`src/epd_cmd_pkg.sv`:
```
// constants, codes and field layouts shared by the command decoder and its receiver
package epd_cmd_pkg;

	// command codes
	localparam logic [7:0] CMD_BORDER = 8'h3C;
	localparam logic [7:0] CMD_END_OPTION = 8'h3F;
	localparam logic [7:0] CMD_READ_SELECT = 8'h41;
	localparam logic [7:0] CMD_X_WINDOW = 8'h44;
	localparam logic [7:0] CMD_Y_WINDOW = 8'h45;
	localparam logic [7:0] CMD_FILL_RED = 8'h46;
	localparam logic [7:0] CMD_FILL_MONO = 8'h47;
	localparam logic [7:0] CMD_X_COUNTER = 8'h4E;
	localparam logic [7:0] CMD_Y_COUNTER = 8'h4F;
	localparam logic [7:0] CMD_NO_OPERATION = 8'h7F;
	localparam logic [7:0] CMD_WRITE_MONO = 8'h24;
	localparam logic [7:0] CMD_WRITE_RED = 8'h26;

	// power-on values and end option codes
	localparam logic [7:0] BORDER_RST = 8'hC0;
	localparam logic [7:0] END_OPTION_RST = 8'h02;
	localparam logic [7:0] END_OPTION_NORMAL = 8'h22;
	localparam logic [7:0] END_OPTION_HOLD = 8'h07;
	localparam logic READ_SELECT_RST = 1'b0;
	localparam logic [5:0] X_START_RST = 6'h00;
	localparam logic [5:0] X_END_RST = 6'h15;
	localparam logic [8:0] Y_START_RST = 9'h000;
	localparam logic [8:0] Y_END_RST = 9'h127;
	localparam logic [7:0] FILL_RST = 8'h00;
	localparam logic [5:0] X_COUNTER_RST = 6'h00;
	localparam logic [8:0] Y_COUNTER_RST = 9'h000;

	// field positions
	localparam int BORDER_OPT_LSB = 6;
	localparam int BORDER_LEVEL_LSB = 4;
	localparam int BORDER_FULL_BIT = 2;
	localparam int BORDER_LUT_LSB = 0;
	localparam int FILL_FIRST_BIT = 7;
	localparam int FILL_HEIGHT_LSB = 4;
	localparam int FILL_WIDTH_LSB = 0;
	localparam logic [7:0] BORDER_DEFINED_MASK = 8'hF7;
	localparam logic [7:0] FILL_DEFINED_MASK = 8'hF7;

	// fill walks the whole memory: 22 bytes across, 296 gate rows
	localparam logic [5:0] FILL_X_LAST = 6'h15;
	localparam logic [8:0] FILL_Y_LAST = 9'h127;

	// pin vector order and idle levels (chip select idles high)
	localparam int PIN_SCLK = 0;
	localparam int PIN_SDATA = 1;
	localparam int PIN_CS_N = 2;
	localparam int PIN_DC = 3;
	localparam logic [3:0] PIN_IDLE = 4'h4;

	typedef enum logic [1:0] {
		BORDER_TRANSITION = 2'b00,
		BORDER_FIXED = 2'b01,
		BORDER_VCOM = 2'b10,
		BORDER_HIZ = 2'b11
	} border_mode_t;

	typedef enum logic [1:0] {
		LEVEL_GROUND = 2'b00,
		LEVEL_POS_ONE = 2'b01,
		LEVEL_NEG = 2'b10,
		LEVEL_POS_TWO = 2'b11
	} border_level_t;

	typedef enum logic [1:0] {
		FILL_IDLE = 2'b00,
		FILL_RUN = 2'b01,
		FILL_DONE = 2'b10
	} fill_state_t;

	// step height in gate rows; zero marks a reserved code
	function automatic logic [8:0] step_rows(input logic [2:0] code);
		case (code)
			3'h0: step_rows = 9'h008;
			3'h1: step_rows = 9'h010;
			3'h2: step_rows = 9'h020;
			3'h3: step_rows = 9'h040;
			3'h4: step_rows = 9'h080;
			3'h5: step_rows = 9'h100;
			3'h6: step_rows = 9'h128;
			default: step_rows = 9'h000;
		endcase
	endfunction : step_rows

	// step width in bytes of eight sources; zero marks a reserved code
	function automatic logic [4:0] step_bytes(input logic [2:0] code);
		case (code)
			3'h0: step_bytes = 5'h01;
			3'h1: step_bytes = 5'h02;
			3'h2: step_bytes = 5'h04;
			3'h3: step_bytes = 5'h08;
			3'h4: step_bytes = 5'h10;
			3'h5: step_bytes = 5'h16;
			default: step_bytes = 5'h00;
		endcase
	endfunction : step_bytes

endpackage : epd_cmd_pkg

```
`src/spi_byte_receiver.sv`:
```
// serial pin synchroniser and byte assembler for command and parameter bytes
`timescale 1ns/1ps
module spi_byte_receiver import epd_cmd_pkg::*; (
	input wire logic core_clk,
	input wire logic reset_n,
	input wire logic core_ce,
	input wire logic serial_clk,
	input wire logic serial_data,
	input wire logic chip_select_n,
	input wire logic data_command_sel,
	output logic byte_valid_ff,
	output logic [7:0] byte_data_ff,
	output logic byte_is_cmd_ff
);
	logic [3:0] sync1_ff;
	logic [3:0] sync2_ff;
	logic [3:0] sync3_ff;
	logic [3:0] level_ff;
	logic [3:0] agree;
	logic [3:0] nxt_level;
	logic [6:0] shift_ff;
	logic [2:0] bit_cnt_ff;
	logic sclk_rise;

	always_ff @(posedge core_clk or negedge reset_n) begin
		if (!reset_n) begin
			sync1_ff <= PIN_IDLE;
			sync2_ff <= PIN_IDLE;
			sync3_ff <= PIN_IDLE;
			level_ff <= PIN_IDLE;
		end else if (core_ce) begin
			sync1_ff <= {data_command_sel, chip_select_n, serial_data, serial_clk};
			sync2_ff <= sync1_ff;
			sync3_ff <= sync2_ff;
			level_ff <= nxt_level;
		end
	end

	// a pin level is accepted only once two later stages agree, filtering glitches
	assign agree = ~(sync2_ff ^ sync3_ff);
	assign nxt_level = (agree & sync3_ff) | (~agree & level_ff);
	assign sclk_rise = nxt_level[PIN_SCLK] & ~level_ff[PIN_SCLK];

	always_ff @(posedge core_clk or negedge reset_n) begin
		if (!reset_n) begin
			shift_ff <= 7'h00;
			bit_cnt_ff <= 3'h0;
			byte_valid_ff <= 1'b0;
			byte_data_ff <= 8'h00;
			byte_is_cmd_ff <= 1'b0;
		end else if (core_ce) begin
			byte_valid_ff <= 1'b0;
			if (nxt_level[PIN_CS_N]) begin
				bit_cnt_ff <= 3'h0;
			end else if (sclk_rise) begin
				shift_ff <= {shift_ff[5:0], nxt_level[PIN_SDATA]};
				bit_cnt_ff <= bit_cnt_ff + 3'h1;
				if (bit_cnt_ff == 3'h7) begin
					byte_valid_ff <= 1'b1;
					byte_data_ff <= {shift_ff, nxt_level[PIN_SDATA]};
					byte_is_cmd_ff <= ~nxt_level[PIN_DC];
				end
			end
		end
	end
endmodule : spi_byte_receiver

```
`src/epd_ram_window_command_set.sv`:
```
// command decoder: border, end option, read select, RAM window, counters and pattern fill
// How it works
// - border bits 7:6 pick transition, fixed, vcom or hi-z; power-on C0h
// - fixed mode: bits 5:4 pick ground, source one, negative, source two
// - transition mode bit 2: 0 gives vcom on red, 1 follows table fully
// - transition mode bits 1:0 pick waveform table 0 to 3
// - command 3F stores one end option byte; power-on 02h, 22h is normal
// - end option 07h holds source levels from before power-off
// - command 41 bit 0 picks readback memory; 0 mono, 1 red
// - command 44 takes 6-bit x window start and end; power-on 00h, 15h
// - command 45 takes 9-bit y start and end, low byte first; 000h, 127h
// - command 46 fills red memory; bit 7 first value, bits 6:4 step height
// - fill bits 2:0 give step width 8 to 176; codes 6 and 7 invalid
// - busy stays high through the whole fill; host waits for low
// - command 47 does the same fill on the mono memory; power-on 00h
// - command 4E loads 6-bit x address counter; power-on 00h
// - command 4F loads 9-bit y address counter, low byte first; 000h
// - command 7F does nothing but ends any memory write sequence
`timescale 1ns/1ps
module epd_ram_window_command_set import epd_cmd_pkg::*; (
	input wire logic core_clk,
	input wire logic reset_n,
	input wire logic core_ce,
	input wire logic serial_clk,
	input wire logic serial_data,
	input wire logic chip_select_n,
	input wire logic data_command_sel,
	output logic busy_ff,
	output border_mode_t border_mode_ff,
	output border_level_t border_level_ff,
	output logic border_red_vcom_ff,
	output logic [1:0] border_table_ff,
	output logic [7:0] waveform_end_option_ff,
	output logic source_hold_at_end_ff,
	output logic end_normal_ff,
	output logic readback_red_ff,
	output logic [5:0] x_window_start_ff,
	output logic [5:0] x_window_end_ff,
	output logic [8:0] y_window_start_ff,
	output logic [8:0] y_window_end_ff,
	output logic [5:0] ram_address_counter_x_ff,
	output logic [8:0] ram_address_counter_y_ff,
	output logic mem_seq_active_ff,
	output logic ram_wr_ff,
	output logic ram_red_ff,
	output logic [5:0] ram_addr_x_ff,
	output logic [8:0] ram_addr_y_ff,
	output logic [7:0] ram_data_ff
);
	logic byte_valid;
	logic [7:0] byte_data;
	logic byte_is_cmd;
	logic [7:0] cmd_ff;
	logic [2:0] param_idx_ff;
	logic [7:0] red_pattern_fill_ff;
	logic [7:0] mono_pattern_fill_ff;
	logic param_wr;
	logic cmd_wr;
	logic fill_cmd;
	logic fill_start;
	fill_state_t fill_state_ff;
	logic [8:0] fill_rows_ff;
	logic [4:0] fill_bytes_ff;
	logic fill_first_ff;
	logic [5:0] fx_ff;
	logic [8:0] fy_ff;
	logic [4:0] xph_ff;
	logic [8:0] yph_ff;
	logic xval_ff;
	logic yval_ff;

	spi_byte_receiver u_rx (
		.core_clk(core_clk),
		.reset_n(reset_n),
		.core_ce(core_ce),
		.serial_clk(serial_clk),
		.serial_data(serial_data),
		.chip_select_n(chip_select_n),
		.data_command_sel(data_command_sel),
		.byte_valid_ff(byte_valid),
		.byte_data_ff(byte_data),
		.byte_is_cmd_ff(byte_is_cmd)
	);

	// bytes arriving during a fill are dropped; the host must watch busy
	assign cmd_wr = core_ce && byte_valid && byte_is_cmd && !busy_ff;
	assign param_wr = core_ce && byte_valid && !byte_is_cmd && !busy_ff;
	assign fill_cmd = (cmd_ff == CMD_FILL_RED) || (cmd_ff == CMD_FILL_MONO);
	assign fill_start = param_wr && fill_cmd && (param_idx_ff == 3'h0)
		&& (step_rows(byte_data[FILL_HEIGHT_LSB +: 3]) != 9'h000)
		&& (step_bytes(byte_data[FILL_WIDTH_LSB +: 3]) != 5'h00);

	always_ff @(posedge core_clk or negedge reset_n) begin
		if (!reset_n) begin
			cmd_ff <= CMD_NO_OPERATION;
			param_idx_ff <= 3'h0;
		end else if (cmd_wr) begin
			cmd_ff <= byte_data;
			param_idx_ff <= 3'h0;
		end else if (param_wr && param_idx_ff != 3'h7) begin
			param_idx_ff <= param_idx_ff + 3'h1;
		end
	end

	always_ff @(posedge core_clk or negedge reset_n) begin
		if (!reset_n) begin
			border_mode_ff <= border_mode_t'(BORDER_RST[BORDER_OPT_LSB +: 2]);
			border_level_ff <= border_level_t'(BORDER_RST[BORDER_LEVEL_LSB +: 2]);
			border_red_vcom_ff <= ~BORDER_RST[BORDER_FULL_BIT];
			border_table_ff <= BORDER_RST[BORDER_LUT_LSB +: 2];
		end else if (param_wr && cmd_ff == CMD_BORDER && param_idx_ff == 3'h0) begin
			border_mode_ff <= border_mode_t'(byte_data[BORDER_OPT_LSB +: 2]);
			border_level_ff <= border_level_t'(byte_data[BORDER_LEVEL_LSB +: 2]);
			border_red_vcom_ff <= ~byte_data[BORDER_FULL_BIT];
			border_table_ff <= byte_data[BORDER_LUT_LSB +: 2];
		end
	end

	always_ff @(posedge core_clk or negedge reset_n) begin
		if (!reset_n) begin
			waveform_end_option_ff <= END_OPTION_RST;
			source_hold_at_end_ff <= (END_OPTION_RST == END_OPTION_HOLD);
			end_normal_ff <= (END_OPTION_RST == END_OPTION_NORMAL);
		end else if (param_wr && cmd_ff == CMD_END_OPTION && param_idx_ff == 3'h0) begin
			waveform_end_option_ff <= byte_data;
			source_hold_at_end_ff <= (byte_data == END_OPTION_HOLD);
			end_normal_ff <= (byte_data == END_OPTION_NORMAL);
		end
	end

	always_ff @(posedge core_clk or negedge reset_n) begin
		if (!reset_n) begin
			readback_red_ff <= READ_SELECT_RST;
		end else if (param_wr && cmd_ff == CMD_READ_SELECT && param_idx_ff == 3'h0) begin
			readback_red_ff <= byte_data[0];
		end
	end

	always_ff @(posedge core_clk or negedge reset_n) begin
		if (!reset_n) begin
			x_window_start_ff <= X_START_RST;
			x_window_end_ff <= X_END_RST;
		end else if (param_wr && cmd_ff == CMD_X_WINDOW) begin
			case (param_idx_ff)
				3'h0: x_window_start_ff <= byte_data[5:0];
				3'h1: x_window_end_ff <= byte_data[5:0];
				default: ;
			endcase
		end
	end

	// each byte lands directly; a half-written bound is visible until its pair arrives
	always_ff @(posedge core_clk or negedge reset_n) begin
		if (!reset_n) begin
			y_window_start_ff <= Y_START_RST;
			y_window_end_ff <= Y_END_RST;
		end else if (param_wr && cmd_ff == CMD_Y_WINDOW) begin
			case (param_idx_ff)
				3'h0: y_window_start_ff[7:0] <= byte_data;
				3'h1: y_window_start_ff[8] <= byte_data[0];
				3'h2: y_window_end_ff[7:0] <= byte_data;
				3'h3: y_window_end_ff[8] <= byte_data[0];
				default: ;
			endcase
		end
	end

	always_ff @(posedge core_clk or negedge reset_n) begin
		if (!reset_n) begin
			ram_address_counter_x_ff <= X_COUNTER_RST;
			ram_address_counter_y_ff <= Y_COUNTER_RST;
		end else if (param_wr && cmd_ff == CMD_X_COUNTER && param_idx_ff == 3'h0) begin
			ram_address_counter_x_ff <= byte_data[5:0];
		end else if (param_wr && cmd_ff == CMD_Y_COUNTER) begin
			case (param_idx_ff)
				3'h0: ram_address_counter_y_ff[7:0] <= byte_data;
				3'h1: ram_address_counter_y_ff[8] <= byte_data[0];
				default: ;
			endcase
		end
	end

	// any command other than a memory write opens no sequence, so it also closes one
	always_ff @(posedge core_clk or negedge reset_n) begin
		if (!reset_n) begin
			mem_seq_active_ff <= 1'b0;
		end else if (cmd_wr) begin
			mem_seq_active_ff <= (byte_data == CMD_WRITE_MONO)
				|| (byte_data == CMD_WRITE_RED);
		end
	end

	always_ff @(posedge core_clk or negedge reset_n) begin
		if (!reset_n) begin
			red_pattern_fill_ff <= FILL_RST;
			mono_pattern_fill_ff <= FILL_RST;
		end else if (param_wr && param_idx_ff == 3'h0) begin
			if (cmd_ff == CMD_FILL_RED)
				red_pattern_fill_ff <= byte_data & FILL_DEFINED_MASK;
			if (cmd_ff == CMD_FILL_MONO)
				mono_pattern_fill_ff <= byte_data & FILL_DEFINED_MASK;
		end
	end

	// fill walks the full memory row by row, one byte of eight sources per cycle
	always_ff @(posedge core_clk or negedge reset_n) begin
		if (!reset_n) begin
			fill_state_ff <= FILL_IDLE;
			busy_ff <= 1'b0;
			fill_rows_ff <= 9'h000;
			fill_bytes_ff <= 5'h00;
			fill_first_ff <= 1'b0;
			ram_red_ff <= 1'b0;
			fx_ff <= 6'h00;
			fy_ff <= 9'h000;
			xph_ff <= 5'h00;
			yph_ff <= 9'h000;
			xval_ff <= 1'b0;
			yval_ff <= 1'b0;
			ram_wr_ff <= 1'b0;
			ram_addr_x_ff <= 6'h00;
			ram_addr_y_ff <= 9'h000;
			ram_data_ff <= 8'h00;
		end else if (core_ce) begin
			case (fill_state_ff)
				FILL_IDLE: begin
					ram_wr_ff <= 1'b0;
					if (fill_start) begin
						fill_state_ff <= FILL_RUN;
						busy_ff <= 1'b1;
						fill_rows_ff <= step_rows(byte_data[FILL_HEIGHT_LSB +: 3]);
						fill_bytes_ff <= step_bytes(byte_data[FILL_WIDTH_LSB +: 3]);
						fill_first_ff <= byte_data[FILL_FIRST_BIT];
						ram_red_ff <= (cmd_ff == CMD_FILL_RED);
						fx_ff <= 6'h00;
						fy_ff <= 9'h000;
						xph_ff <= 5'h00;
						yph_ff <= 9'h000;
						xval_ff <= 1'b0;
						yval_ff <= 1'b0;
					end
				end
				FILL_RUN: begin
					ram_wr_ff <= 1'b1;
					ram_addr_x_ff <= fx_ff;
					ram_addr_y_ff <= fy_ff;
					ram_data_ff <= {8{fill_first_ff ^ xval_ff ^ yval_ff}};
					if (fx_ff == FILL_X_LAST) begin
						fx_ff <= 6'h00;
						xph_ff <= 5'h00;
						xval_ff <= 1'b0;
						if (fy_ff == FILL_Y_LAST) begin
							fill_state_ff <= FILL_DONE;
						end else begin
							fy_ff <= fy_ff + 9'h001;
							if (yph_ff == fill_rows_ff - 9'h001) begin
								yph_ff <= 9'h000;
								yval_ff <= ~yval_ff;
							end else begin
								yph_ff <= yph_ff + 9'h001;
							end
						end
					end else begin
						fx_ff <= fx_ff + 6'h01;
						if (xph_ff == fill_bytes_ff - 5'h01) begin
							xph_ff <= 5'h00;
							xval_ff <= ~xval_ff;
						end else begin
							xph_ff <= xph_ff + 5'h01;
						end
					end
				end
				FILL_DONE: begin
					// busy drops with the last write strobe, never before it
					ram_wr_ff <= 1'b0;
					busy_ff <= 1'b0;
					fill_state_ff <= FILL_IDLE;
				end
				default: begin
					fill_state_ff <= FILL_IDLE;
					busy_ff <= 1'b0;
					ram_wr_ff <= 1'b0;
				end
			endcase
		end
	end
endmodule : epd_ram_window_command_set

```
`config.mk`:
```
export PLATFORM = sky130hd
export DESIGN_NAME = epd_ram_window_command_set
export DESIGN_NICKNAME = d
export VERILOG_FILES = /design/src/epd_cmd_pkg.sv /design/src/spi_byte_receiver.sv /design/src/epd_ram_window_command_set.sv
export SDC_FILE = /design/constraint.sdc
export NUM_CORES = 1
export LEC_CHECK = 0
export BUFFER_PORTS_ARGS = -buffer_cell sky130_fd_sc_hd__buf_4
export CAP_MARGIN = 15
export CORE_ASPECT_RATIO = 0.5
export CORE_MARGIN = 5
export CORE_UTILIZATION = 63
export DETAILED_ROUTE_END_ITERATION = 8
export GPL_ROUTABILITY_DRIVEN = 0
export PLACE_DENSITY = 0.86
export RECOVER_POWER = 25
export SETUP_SLACK_MARGIN = 0.15
export SLEW_MARGIN = 20
export SYNTH_ARGS = -nofsm -noshare
export SYNTH_HDL_FRONTEND = slang
export SYNTH_HIERARCHICAL = 1
export SYNTH_SLANG_ARGS = --single-unit
```
`constraint.sdc`:
```
create_clock -name core_clk -period 3.95 [get_ports core_clk]
set_input_delay 0.5925 -clock core_clk [delete_from_list [all_inputs] [get_ports core_clk]]
set_output_delay 0.5925 -clock core_clk [all_outputs]
set_load 0.02 [all_outputs]
```
### Yosys cells after proc, flatten, opt, wreduce, memory -nomap -nowiden

Cells that the tools add are included.

| operators by class | value |
|---|---|
| add/sub/neg operators | 8 |
| equality and inequality tests | 40 |
| muxes and demuxes | 39 |
| bitwise operators | 17 |
| reduce and logical (&&, ||, !) cells | 53 |

Operator list:

| operator | number |
|---|---|
| $pmux 9 s7 | 1 |
| $eq 8x7->1 const B | 7 |
| $mux 9 | 6 |
| $eq 8x6->1 const B | 5 |
| $pmux 9 s2 | 2 |
| $pmux 5 s6 | 1 |
| $logic_and 1x1->1 | 21 |
| $add 9x1->9 const B | 2 |
| $eq 3x2->1 const B | 6 |
| $eq 3x3->1 const B | 6 |
| $reduce_and 3->1 | 6 |
| $reduce_and 2->1 | 8 |
| $mux 5 | 3 |
| $mux 3 | 4 |
| $mux 6 | 2 |
| $pmux 6 s2 | 1 |
| $reduce_and 4->1 | 3 |
| $mux 1 | 11 |
| $ne 2x2->1 const B | 5 |
| $pmux 5 s2 | 1 |
| $eq 3x1->1 const B | 3 |
| $eq 9x9->1 | 1 |
| $eq 9x9->1 const B | 1 |
| $logic_not 3->1 | 3 |
| 28 further kinds | 48 |

| word-level totals | value |
|---|---|
| register bits | 178 |
| bits of input ports | 7 |
| output and inout port bits | 90 |
| logic and storage cells | 202 |

### Depth between registers and ports, before layout

Gate-level depths: netlist of run 1.

| logic depth | value |
|---|---|
| depth after elaboration | 9 |
| gate-level depth with buffers | 11 |

### Modules after synthesis

The synthesis of run 1 kept the hierarchy.

By module, submodules not included:

| module | instances | cells each | area each (µm²) |
|---|---|---|---|
| epd_ram_window_command_set | 1 | 577 | 6502.5 |
| spi_byte_receiver | 1 | 106 | 1468.9 |

### Worst setup path after synthesis of run 1

OpenSTA, ideal clock, no wires.

| timing | value |
|---|---|
| path kind | flip-flop to flip-flop |
| start | reg cmd_ff[6] |
| end | reg fy_ff[4] |
| setup time | 0.069 ns |
| arrival time | 2.282 ns |
| data required time | 3.881 ns |
| path slack | 1.599 ns |
| cell stages (with the launch flop) | 8 |
| path buffers | 1 |
| period minus slack after synthesis | 2.351 ns |
| cells stage by stage | dfstp_2 or4b_4 a31o_1 o31a_1 nand2b_4 buf_6 or4b_1 nand3_1 |

| between the ends | value |
|---|---|
| longest elaborated chain between the ends | 8 |

RTL lines:

| element | line | source |
|---|---|---|
| from (decl) | epd_ram_window_command_set.sv:53 | `logic [7:0] cmd_ff;` |
| from (signal assigned) | epd_ram_window_command_set.sv:98 | `cmd_ff <= byte_data;` |
| $eq 8x7->1, on equally long branches | -- |  |
| $logic_or 1x1->1 * | epd_ram_window_command_set.sv:88 | `assign fill_cmd = (cmd_ff == CMD_FILL_RED) \|\| (cmd_ff == CMD_FILL_MONO);` |
| $logic_and 1x1->1 * (2 in a row) | epd_ram_window_command_set.sv:89 | `assign fill_start = param_wr && fill_cmd && (param_idx_ff == 3'h0)` |
| $logic_and 1x1->1 * | epd_ram_window_command_set.sv:90 | `&& (step_rows(byte_data[FILL_HEIGHT_LSB +: 3]) != 9'h000)` |
| $logic_and 1x1->1 * | epd_ram_window_command_set.sv:91 | `&& (step_bytes(byte_data[FILL_WIDTH_LSB +: 3]) != 5'h00);` |
| $ne 2x2->1 (no line) * | -- |  |
| $reduce_and 5->1 (no line) * | -- |  |
| to (signal assigned) | epd_ram_window_command_set.sv:255 | `fy_ff <= fy_ff + 9'h001;` |
| to (decl) | epd_ram_window_command_set.sv:66 | `logic [8:0] fy_ff;` |

Mark *: on every way between the ends. The rest lies on a longest branch, timed or not.
A chain may end at the register's enable or synchronous reset.

### Final worst setup path of run 1

| timing | value |
|---|---|
| start | reg param_idx_ff[0] |
| end | reg fy_ff[4] |

| between the ends | value |
|---|---|
| longest elaborated chain between the ends | 6 |

RTL lines:

| element | line | source |
|---|---|---|
| from (decl) | epd_ram_window_command_set.sv:54 | `logic [2:0] param_idx_ff;` |
| from (signal assigned) | epd_ram_window_command_set.sv:101 | `param_idx_ff <= param_idx_ff + 3'h1;` |
| $logic_not 3->1 | epd_ram_window_command_set.sv:89 |  |
| $logic_and 1x1->1 | epd_ram_window_command_set.sv:89 |  |
| $logic_and 1x1->1 | epd_ram_window_command_set.sv:90 |  |
| $logic_and 1x1->1 | epd_ram_window_command_set.sv:91 |  |
| $ne 2x2->1 (no line) | -- |  |
| $reduce_and 5->1 (no line) | -- |  |

Every way passes these cells.

==> results.md, run 1 <==
- Status: complete, but fails checks
- Failing checks: capacitance limit, slew limit
- First-iteration detailed-routing DRC count: 401
- Pins over their slew limit: ~100
- Drt wl/cell: roughly 18 µm
- CTS Buf Count: 17
- Worst Setup End Kind: flip-flop
- RSZ-0062 raised after global routing: false
- CP max stage delay: 0.56 ns
- Starting density of the core: between 60% and 70%
- RR Endpoint: fy_ff[4]$_DFFE_PN0P_
- Nets: ~780
- Worst setup endpoint: fy_ff[4]$_DFFE_PN0P_
- Metal3 WL: just over 900 µm
- Most common cell after layout, fill and taps aside: dfrtp_1
- FP Rows: 29
- Worst EP arrival: approximately 3.3 ns
- Cell family with most CP delay: simple AND/OR/NAND/NOR gates
- IR drop worst, VDD: 0.2867 mV
- Commonest cells after routing, fill and taps aside: 152 x dfrtp_1, 108 x mux2_2, 96 x buf_4, 76 x nand2_1, 40 x o21ai_0
- Sw Pwr: between 0.9 and 1 mW
- Worst-Skew Late Latency: around 0.44 ns
- H-tree Lvls: 4
- CTS tree: done
- Residual DRC: 0
- Setup TNS: 0 ns
- Synth cell types: roughly 60
- Total die area: ~15000 µm²
- Top_reg_cell synth: dfrtp_1
- Clk slew on worst S/H paths: roughly 0.08 ns
- Flop pwr share: roughly half
- Vias per inst: 5.942
- Top sig layer: met4
- Max-cap viol count: 1
- Cell Pwr Density: just over 400 nW/µm²
- Pint: approximately 2.8 mW
- Cell taking the most area after synthesis: dfrtp_1
- Wire length of the first global-routing pass: approximately 29000 µm
- Drt total wl: ~17000 µm
- Vias in the first global route: 5710
- Levels on crit path: 8
- Crit path launch: param_idx_ff[0]$_DFFE_PN0P_
- Clock Skew: between 0.015 and 0.02 ns
- GRT Residual Overflow: 0
- Combinational power share: about 3.7%
- Yosys top cell area share: 47.72%
- Worst slew pin tran: 2.475 ns
- Crit path buf inv count: 1
- Final worst path period share: about 73%
- Die Y: 89.54 µm
- Number of diodes: 0
- # setup viols final: 0
- Syn Inst Count: between 600 and 700
- Synth async-reset ratio: 100.0%
- Die Wd: around 170 µm
- Worst-path maximum fanout: 30
- Layout cells sized above 1: 34.63%
- Clk sinks: around 180
- Worst-path cell chain: inv_1 -> ha_1 -> nor3b_1 -> nand4_1 -> o31a_1 -> nand2b_4 -> or4b_1 -> nand3_1
- Initial DRT Pass Iterations: 5
- GRT Resource Usage Total: approximately 24%
- Mapped Nets: 705
- IO Pins: between 90 and 100
- IO buf count: 96
- Worst R2R Start: param_idx_ff[0]$_DFFE_PN0P_
- Reg area: approximately 4400 µm²
- Crit start category: flip-flop
- Filler instances: about 810
- DRT antenna net count: 0
- Post-synthesis average cell area: ~12 µm²
- Root Buffer: clkbuf_16
- Sw Ratio: 26.28%
- Leakage: around 4.5 nW
- Register bit total from synthesis: 175
- Most area-consuming cells after synthesis: dfrtp_1 48%, mux2_2 15%, dfstp_2 7.6%
- FF-to-FF path depth: 8
- Syn. warnings: 6
- Met1 WL: just under 8000 µm
- Max-slew headroom: -64.99%
- Multi-input gate area in the final layout: about 3300 µm²
- Met2 routed WL: around 8400 µm
- Post-CTS Setup Inserts: 0
- Initial antenna violation count: 0
- Period minus WS final: approximately 2.9 ns
- HPWL Detailed: roughly 11000 µm
- Sequential fraction of the synthesis area: between 50% and 60%
- Area added between synthesis and finish: 17.60%
- Final hold viol count: 0
- Hold Buf Count CTS: 0
- Final core utilization: 74.88%
- Fmax: between 0.3 and 0.4 GHz
- Setup CP Type: flip-flop to flip-flop
- CTS-repair resized insts: 0
- Routed vias: between 5000 and 6000
- Inst Count DP: 912
- Critical-path top delay cell: or4b_1
- HP Class: input port to flip-flop
- Core outline area: approximately 13000 µm²
- Number of synthesized flops with an enable pin: 0
- Clk buf depth: 2
- Layout Cells excl Fill: ~940
- Largest net degree at the start of global routing: about 110
- Syn Std Cell Area: approximately 8000 µm²
- WP data required: around 4.3 ns
- R2R Setup Slk: approximately 1.1 ns
- Clk pwr share: 46.0%
==> sequential cells by signal, summed over array words and instances, names as in the netlist, 7 cells and up <==
| signal | count |
|---|---|
| cmd_ff | 8 |
| y_window_end_ff | 9 |
| fy_ff | 9 |
| ram_address_counter_y_ff | 9 |
| waveform_end_option_ff | 8 |
| y_window_start_ff | 9 |
| u_rx/byte_data_ff | 8 |
| yph_ff | 9 |
| ram_addr_y_ff | 9 |
| u_rx/shift_ff | 7 |
==> per-layer routing <==
metal | vias to the layer above | GRT usage [%]
li1 | 2576 | -
met1 | 2830 | 31.78
met2 | 167 | 40.70
met3 | 36 | 5.565
met4 | 0 | 9.569
met5 | - | 0
==> logic make-up after synthesis <==
group	share of synthesized area, %
and+or+nand+nor	12.86
adders and majority gates	2.747
muxes	15.38
xor gates and xnor gates	1.868
AOI/OAI and AO/OA	8.366
DFF	55.30
buffers and inverters	3.484
==> cells in the mapped netlist (all sizes together) (8+ instances only) <==
master	instances
xnor2	9
a21oi	12
buf	10
a21o	8
nor2	18
nand2	76
nand3b	10
o31ai	10
inv	24
dfrtp	152
nand2b	11
dfstp	23
nand3	26
xor2	8
mux2	108
ha	15
clkbuf	29
nor3	16
o21ai	47
==> cell type report <==
cell class / count / area share [%]
multi-input combinational: 445 / 35.05
clock buffer: 17 / 4.538
clock inverter: 15 / 2.202
tap: 170 / 2.269
sequential: 175 / 47.02
timing repair buffer: 98 / 7.955
inverter: 24 / 0.9610
==> power groups by stage <==
stage	sequential [mW]	combinational, mW	clock, mW
2_1_floorplan	1.92	0.0818	0
3_5_place_dp	1.93	0.140	0
4_1_cts	1.90	0.143	1.74
3_3_place_gp	1.92	0.132	0
6_report	1.90	0.140	1.74
5_1_grt	1.90	0.158	1.84
==> through the flow <==
step	worst slack (ns)	total power, mW	cell area, µm²	hold WS, ns
6_report	1.056	3.775	9374	0.3883
5_1_grt	0.8070	3.903	9374	0.3757
4_1_cts	1.099	3.784	9380	0.3011
3_5_place_dp	1.010	2.068	8748	0.4738
3_3_place_gp	1.088	2.055	8748	0.4590
2_1_floorplan	1.599	1.997	7971	0.2969
==> worst min path at each step <==
| stage | from | to | slack, ns | cells past startpoint |
|---|---|---|---|---|
| finish | serial_clk | u_rx/sync1_ff[0]$_DFFE_PN0P_ | 0.39 | 2 |
| global route | serial_clk | u_rx/sync1_ff[0]$_DFFE_PN0P_ | 0.38 | 2 |
| CTS | reset_n | u_rx/sync2_ff[3]$_DFFE_PN0P_ | 0.30 | 1 |
| detailed placement | ram_addr_x_ff[1]$_DFFE_PN0P_ | ram_addr_x_ff[1]$_DFFE_PN0P_ | 0.47 | 2 |
| global placement | u_rx/sync1_ff[1]$_DFFE_PN0P_ | u_rx/sync2_ff[1]$_DFFE_PN0P_ | 0.46 | 2 |
| floorplan | reset_n | border_level_ff[0]$_DFFE_PN0P_ | 0.30 | 0 |
Note: power is estimated with default switching activity, not from simulation.
==> run 2, diff against run 1 <==
ABC_AREA = 1   (was default)
CORE_UTILIZATION = 58   (was 63)
PLACE_DENSITY = 0.8   (was 0.86)
clock period = 2.8 ns   (was 3.95 ns; I/O delays follow)
==> run 2 against run 1 <==
  * Combinational power rose to 9.5 times the previous value
  * Setup slack worse by 0.32 ns
  * Core utilization decreased by 4.7 points
  * The flow still finishes with violations (capacitance limit, slew limit)
  * Clock power is 40% higher
  * Worst hold slack got worse by 0.17 ns
  * First-iteration DRC count increased by 21%
  * Synthesized area rose by 2.4%
  * Count of clock-buffer cells in the layout stayed put
==> results.md, run 2 <==
- Most common cell in the netlist: nand2_1
- Worst slew pin tran: between 1.5 and 2 ns
- Commonest cells after routing, fill and taps aside: 263 x nand2_1, 152 x dfrtp_1, 100 x buf_4, 98 x o21ai_0, 92 x inv_1
- # setup viols final: 0
- Failing checks: capacitance limit, slew limit
- CTS tree: done
- Final core utilization: a little over two thirds
- Hold Buf Count CTS: 0
- Die Wd: about 180 µm
- Wire length of the first global-routing pass: 32110 µm
- Vias in the first global route: 6492
- Area added between synthesis and finish: 17.53%
- Number of diodes: 0
- Mapped Nets: 960
- IO buf count: 96
- RSZ-0062 raised after global routing: false
- CTS-repair resized insts: 0
- Post-CTS Setup Inserts: 0
- Post-synth top cells: 263 x nand2_1, 152 x dfrtp_1, 98 x o21ai_0
- Post-synthesis average cell area: 8.700 µm²
- Syn. warnings: 6
- Max-slew headroom: -32.83%
- Max-cap viol count: 1
- Sequential fraction of the synthesis area: a little over half
- Worst-Skew Late Latency: between 0.4 and 0.5 ns
- Syn Std Cell Area: about 8200 µm²
- Total die area: roughly 17000 µm²
- Crit start category: flip-flop
- Syn Inst Count: ~940
- Clock Skew: between 0.01 and 0.015 ns
- Root Buffer: clkbuf_16
- Number of synthesized flops with an enable pin: 0
- Top_reg_cell synth: dfrtp_1
- Register bit total from synthesis: between 150 and 200
- Die Y: between 90 and 100 µm
- Routed vias: 6559
- Starting density of the core: between 50% and 60%
- CP max stage delay: 0.40 ns
- Core outline area: 13660 µm²
- First-iteration detailed-routing DRC count: ~500
- Yosys top cell area share: a little under half
- Residual DRC: 0
- Leakage: 4.798 nW
- Drt wl/cell: approximately 15 µm
- WP data required: ~3.1 ns
- Setup TNS: 0 ns
- Clk sinks: around 180
- DRT antenna net count: 0
- Worst-path maximum fanout: 13
- FP Rows: 30
- Multi-input gate area in the final layout: between 3000 and 4000 µm²
- Clk buf depth: 2
- Most area-consuming cells after synthesis: dfrtp_1 47%, nand2_1 12%, dfstp_2 7.4%
- H-tree Lvls: 4
- HPWL Detailed: 13030 µm
- Nets: about 1000
- Critical-path top delay cell: dfrtp_1
- Cell Pwr Density: around 700 nW/µm²
- Cell taking the most area after synthesis: dfrtp_1
- IO Pins: 97
- Final hold viol count: 0
- Drt total wl: roughly 19000 µm
- GRT Resource Usage Total: 24.02%
- CTS Buf Count: 17
- Most common cell after layout, fill and taps aside: nand2_1
- Filler instances: 1087
- Reg area: 4408 µm²
- Synth cell types: 42
- Worst-path cell chain: inv_1 -> ha_1 -> nand2_1 -> nor2_2 -> and2_1 -> nand3_1 -> buf_4 -> o31ai_1
- Setup CP Type: flip-flop to flip-flop
- Final worst path period share: 73.73%
- Pins over their slew limit: 80
- Initial DRT Pass Iterations: 5
- Synth async-reset ratio: 100.0%
- Vias per inst: 5.337
- Fmax: about 0.48 GHz
- HP Class: input port to flip-flop
- GRT Residual Overflow: 0
- IR drop worst, VDD: between 0.3 and 0.4 mV
- Clk slew on worst S/H paths: 0.07 ns
- Largest net degree at the start of global routing: ~80
- Initial antenna violation count: 0
- Worst Setup End Kind: flip-flop
- Layout cells sized above 1: between 10% and 20%
- Worst EP arrival: 2.39 ns
- Period minus WS final: 2.064 ns
- Status: complete, but fails checks
==> run 2: changes by cell type after synthesis, sizes merged, moves of 10 or more <==
| cell | change |
|---|---|
| buf | +10 |
| clkbuf | -13 |
| inv | +75 |
| mux2 | -104 |
| nand2 | +194 |
| nand2b | -11 |
| nand3 | +51 |
| nor2 | +42 |
| o21ai | +80 |
==> run 2: kinds of logic (layout without fill, tap and decap cells) <==
kind of cell | after synthesis | after routing | share of synthesized area (%)
compound gates | 154 | 154 | 10.06
xor+xnor | 18 | 18 | 1.932
fa+ha+maj | 15 | 15 | 2.300
buf+inv | 135 | 234 | 7.053
flops | 175 | 175 | 54.02
mux | 5 | 5 | 0.6746
simple gates | 436 | 436 | 23.97
==> run 2: area by class of cell <==
class	count	share of cell area (%)
multi-input cells	628	33.12
clock inverters	15	1.944
repair buffers	103	8.128
clock buffers	17	4.436
well taps	192	2.505
flip-flops and latches	175	45.96
inverters	99	3.901
==> run 2: worst max-delay path, delay by kind of cell (launching register included) <==
family          cells  cell delay, ns
compound gates      1            0.19
simple gates        4            0.78
buf+inv             2            0.43
flops               1            0.40
fa+ha+maj           1            0.15
==> run 2: worst paths after layout <==
check                                                        startpoint                                       to  slack (ns)  cells past startpoint
worst min register to register  ram_address_counter_y_ff[4]$_DFFE_PN0P_  ram_address_counter_y_ff[4]$_DFFE_PN0P_        0.48                      2
max in group asynchronous                                       reset_n                    xph_ff[4]$_DFFE_PN0P_        0.90                      2
worst min-delay path                                         serial_clk             u_rx/sync1_ff[0]$_DFFE_PN0P_        0.22                      3
worst max register to register              param_idx_ff[0]$_DFFE_PN0P_              fill_rows_ff[6]$_DFFE_PN0P_        0.74                      8
min in group asynchronous                                       reset_n             ram_addr_x_ff[3]$_DFFE_PN0P_        0.55                      1
worst max-delay path                        param_idx_ff[0]$_DFFE_PN0P_              fill_rows_ff[6]$_DFFE_PN0P_        0.74                      8
==> run 2: where the power goes <==
| part | leakage [nW] | switching, mW | internal, mW |
|---|---|---|---|
| combinational | 2.21 | 0.871 | 0.454 |
| clock | 0.297 | 1.14 | 1.30 |
| sequential | 2.29 | 0.222 | 2.77 |
==> run 2: layer usage <==
layer	up-vias	global-route usage [%]	share of wire (%)
met5	-	0	0
met4	0	7.203	1.7
met3	31	5.750	6.8
met2	196	37.56	46
met1	3132	33.65	46
li1	3200	-	-
==> run 2: through the flow <==
step | cells | worst slack, ns | hold WS [ns] | area (µm²) | power [mW]
after detailed placement | 1197 | 0.5857 | 0.4551 | 8989 | 4.375
final | 1229 | 0.7356 | 0.2201 | 9590 | 6.754
after CTS | 1229 | 0.7422 | 0.05607 | 9600 | 6.807
after global routing | 1229 | 0.3880 | 0.2136 | 9590 | 7.100
after global placement | 1197 | 0.7143 | 0.4552 | 8989 | 4.320
after floorplan | 938 | 1.103 | 0.1244 | 8160 | 3.987
==> run 3, diff against run 2 <==
clock period = 2.15 ns   (was 2.8 ns; I/O delays follow)
==> run 3 against run 2 <==
  * Worst hold slack lost 0.12 ns
  * Total power grew 30%
  * The run now ends clean
  * Die area is the same
  * Global-route usage grew 0.12 points
  * First-iteration DRC count shrank 5.6%
  * Highest routed layer unchanged
  * Largest cell class unchanged
  * Clock power grew 26%
==> results.md, run 3 (synthesized netlist as in run 2, its figures left out) <==
- Vias in the first global route: between 6000 and 7000
- CTS tree: done
- Commonest cells after routing, fill and taps aside: 261 x nand2_1, 152 x dfrtp_1, 113 x buf_4, 98 x o21ai_0, 92 x inv_1
- Residual DRC: 0
- Critical-path top delay cell: dfstp_2
- Root Buffer: clkbuf_16
- Initial antenna violation count: 0
- Status: finished, final reports clean
- Crit start category: flip-flop
- Filler instances: between 1000 and 1500
- HP Class: input port to flip-flop
- Most common cell after layout, fill and taps aside: nand2_1
- Clk sinks: between 150 and 200
- Setup TNS: 0 ns
- Worst slew pin tran: 1.280 ns
- Final hold viol count: 0
- Setup CP Type: flip-flop to flip-flop
- HPWL Detailed: about 13000 µm
- RR Endpoint: yval_ff$_DFFE_PN0P_
- IO Pins: 97
- Drt total wl: 19220 µm
- Core outline area: between 10000 and 15000 µm²
- Cell Pwr Density: between 900 and 1000 nW/µm²
- Starting density of the core: about three fifths
- FP Rows: 30
- Reg area: around 4400 µm²
- Drt wl/cell: about 15 µm
- GRT Resource Usage Total: roughly 24%
- Worst Setup End Kind: flip-flop
- Total die area: 16690 µm²
- Cell family with most CP delay: simple AND/OR/NAND/NOR gates
- Multi-input gate area in the final layout: 3202 µm²
- IO buf count: 96
- CTS Buf Count: 17
- RSZ-0062 raised after global routing: true
- Clk buf depth: 2
- Worst-Skew Late Latency: roughly 0.43 ns
- # setup viols final: 0
- Max-cap viol count: 0
- Worst-path cell chain: inv_1 -> nor2_2 -> inv_2 -> nor2_2 -> nand3_2 -> nand2_4 -> nand2_8 -> nor2_8 -> buf_4 -> nand3_1 -> nand2_1 -> inv_1
- Clock Skew: 0.01164 ns
- R2R Setup Slk: between 0.2 and 0.25 ns
- Final worst path period share: around nine tenths
- Initial DRT Pass Iterations: 5
- GRT Residual Overflow: 0
- H-tree Lvls: 4
- Leakage: roughly 4.9 nW
- Fin worst setup slack: between 0.2 and 0.25 ns
- Worst-path maximum fanout: 10
- Hold Path Depth: 3
- Vias per inst: 5.418
- Crit path buf inv count: 4
- WP data required: between 2 and 2.5 ns
- Fmax: slightly above 0.5 GHz
- Worst R2R Start: cmd_ff[2]$_DFFE_PN1P_
- Wire length of the first global-routing pass: between 30000 and 40000 µm
- Layout cells sized above 1: 20.61%
- Clk slew on worst S/H paths: about 0.080 ns
- Routed vias: roughly 6700
- First-iteration detailed-routing DRC count: about 460
- Worst slack at placement: about 0.19 ns
- Largest net degree at the start of global routing: 47
- DRT antenna net count: 0
- Max-slew headroom: 14.68%
- Worst EP arrival: approximately 2.3 ns
- CP max stage delay: ~0.55 ns
- Final total power: approximately 8.8 mW
- Period minus WS final: about 2 ns
- Die Wd: ~180 µm
- IR drop worst, VDD: between 0.5 and 0.6 mV
- Number of diodes: 0
- FF-to-FF path depth: 12
- Pins over their slew limit: 0
- Nets: 1062
- Area added between synthesis and finish: 19.32%
- HP Start: chip_select_n
- Worst Hold Endpoint: u_rx/sync1_ff[2]$_DFFE_PN1P_
- Die Y: approximately 94 µm
run 3: cell types whose count changed in the layout (fill, tap and decap cells not counted), sizes merged:
cell / before / now
buf: 101 / 115
clkinv: 3 / 9
inv: 109 / 104
bufinv: 1 / 0
clkbuf: 19 / 20
dlygate4sd3: 0 / 1
run 3: what timing repair did:
action,CTS,global route
hold buffers,1,0
cloned,0,0
setup endpoints to repair,1,36
pin swaps,1,2
resized for setup,0,9
buffers inserted,1,3
hold endpoints to repair,41,0
run 3: worst max path at each step:
stage / cells after the start / start / slack (ns) / to
2_1_floorplan: 12 / param_idx_ff[0]$_DFFE_PN0P_ / 0.45 / fy_ff[0]$_DFFE_PN0P_
4_1_cts: 11 / param_idx_ff[0]$_DFFE_PN0P_ / 0.16 / yph_ff[6]$_DFFE_PN0P_
5_1_grt: 7 / cmd_ff[2]$_DFFE_PN1P_ / 0.10 / y_window_start_ff[6]$_DFFE_PN0P_
6_report: 12 / cmd_ff[2]$_DFFE_PN1P_ / 0.21 / yval_ff$_DFFE_PN0P_
3_3_place_gp: 11 / param_idx_ff[0]$_DFFE_PN0P_ / 0.27 / yph_ff[6]$_DFFE_PN0P_
3_5_place_dp: 11 / param_idx_ff[0]$_DFFE_PN0P_ / 0.19 / yph_ff[6]$_DFFE_PN0P_
run 3: per-layer routing:
metal | up-vias | GRT usage [%] | routed length, µm
met5 | - | 0 | 0
met3 | 38 | 6.313 | 1420
met2 | 250 | 39.05 | 8884
li1 | 3242 | - | -
met1 | 3215 | 31.74 | 8516
met4 | 0 | 8.810 | 394
run 3: report_power, final:
part	total [mW]	leakage [nW]	internal [mW]	switching (mW)
combinational	1.79	2.30	0.647	1.14
clock	3.07	0.288	1.56	1.51
sequential	3.91	2.29	3.61	0.296
total	8.77	4.88	5.82	2.95
run 3: worst min-delay path: cells and delay by family:
family / cells / cell delay [ns]
buffers and inverters: 1 / 0.08
AND/OR/NAND/NOR: 2 / 0.10
run 3: area by class of cell:
class / instances / area share [%]
sequential: 175 / 45.27
multi-input combinational: 628 / 32.88
timing repair buffer: 119 / 9.368
clock buffer: 17 / 4.369
inverter: 99 / 3.881
tap: 192 / 2.467
clock inverter: 15 / 1.760
run 3: per-stage QoR:
stage	utilization [%]	instances	cell area (µm²)	hold slack, ns
floorplan	-	938	8160	0.02691
global placement	66.48	1208	9084	0.2952
detailed placement	66.48	1208	9084	0.2959
CTS	70.98	1242	9698	0.08964
global route	71.26	1245	9737	0.09958
finish	71.26	1245	9737	0.09508
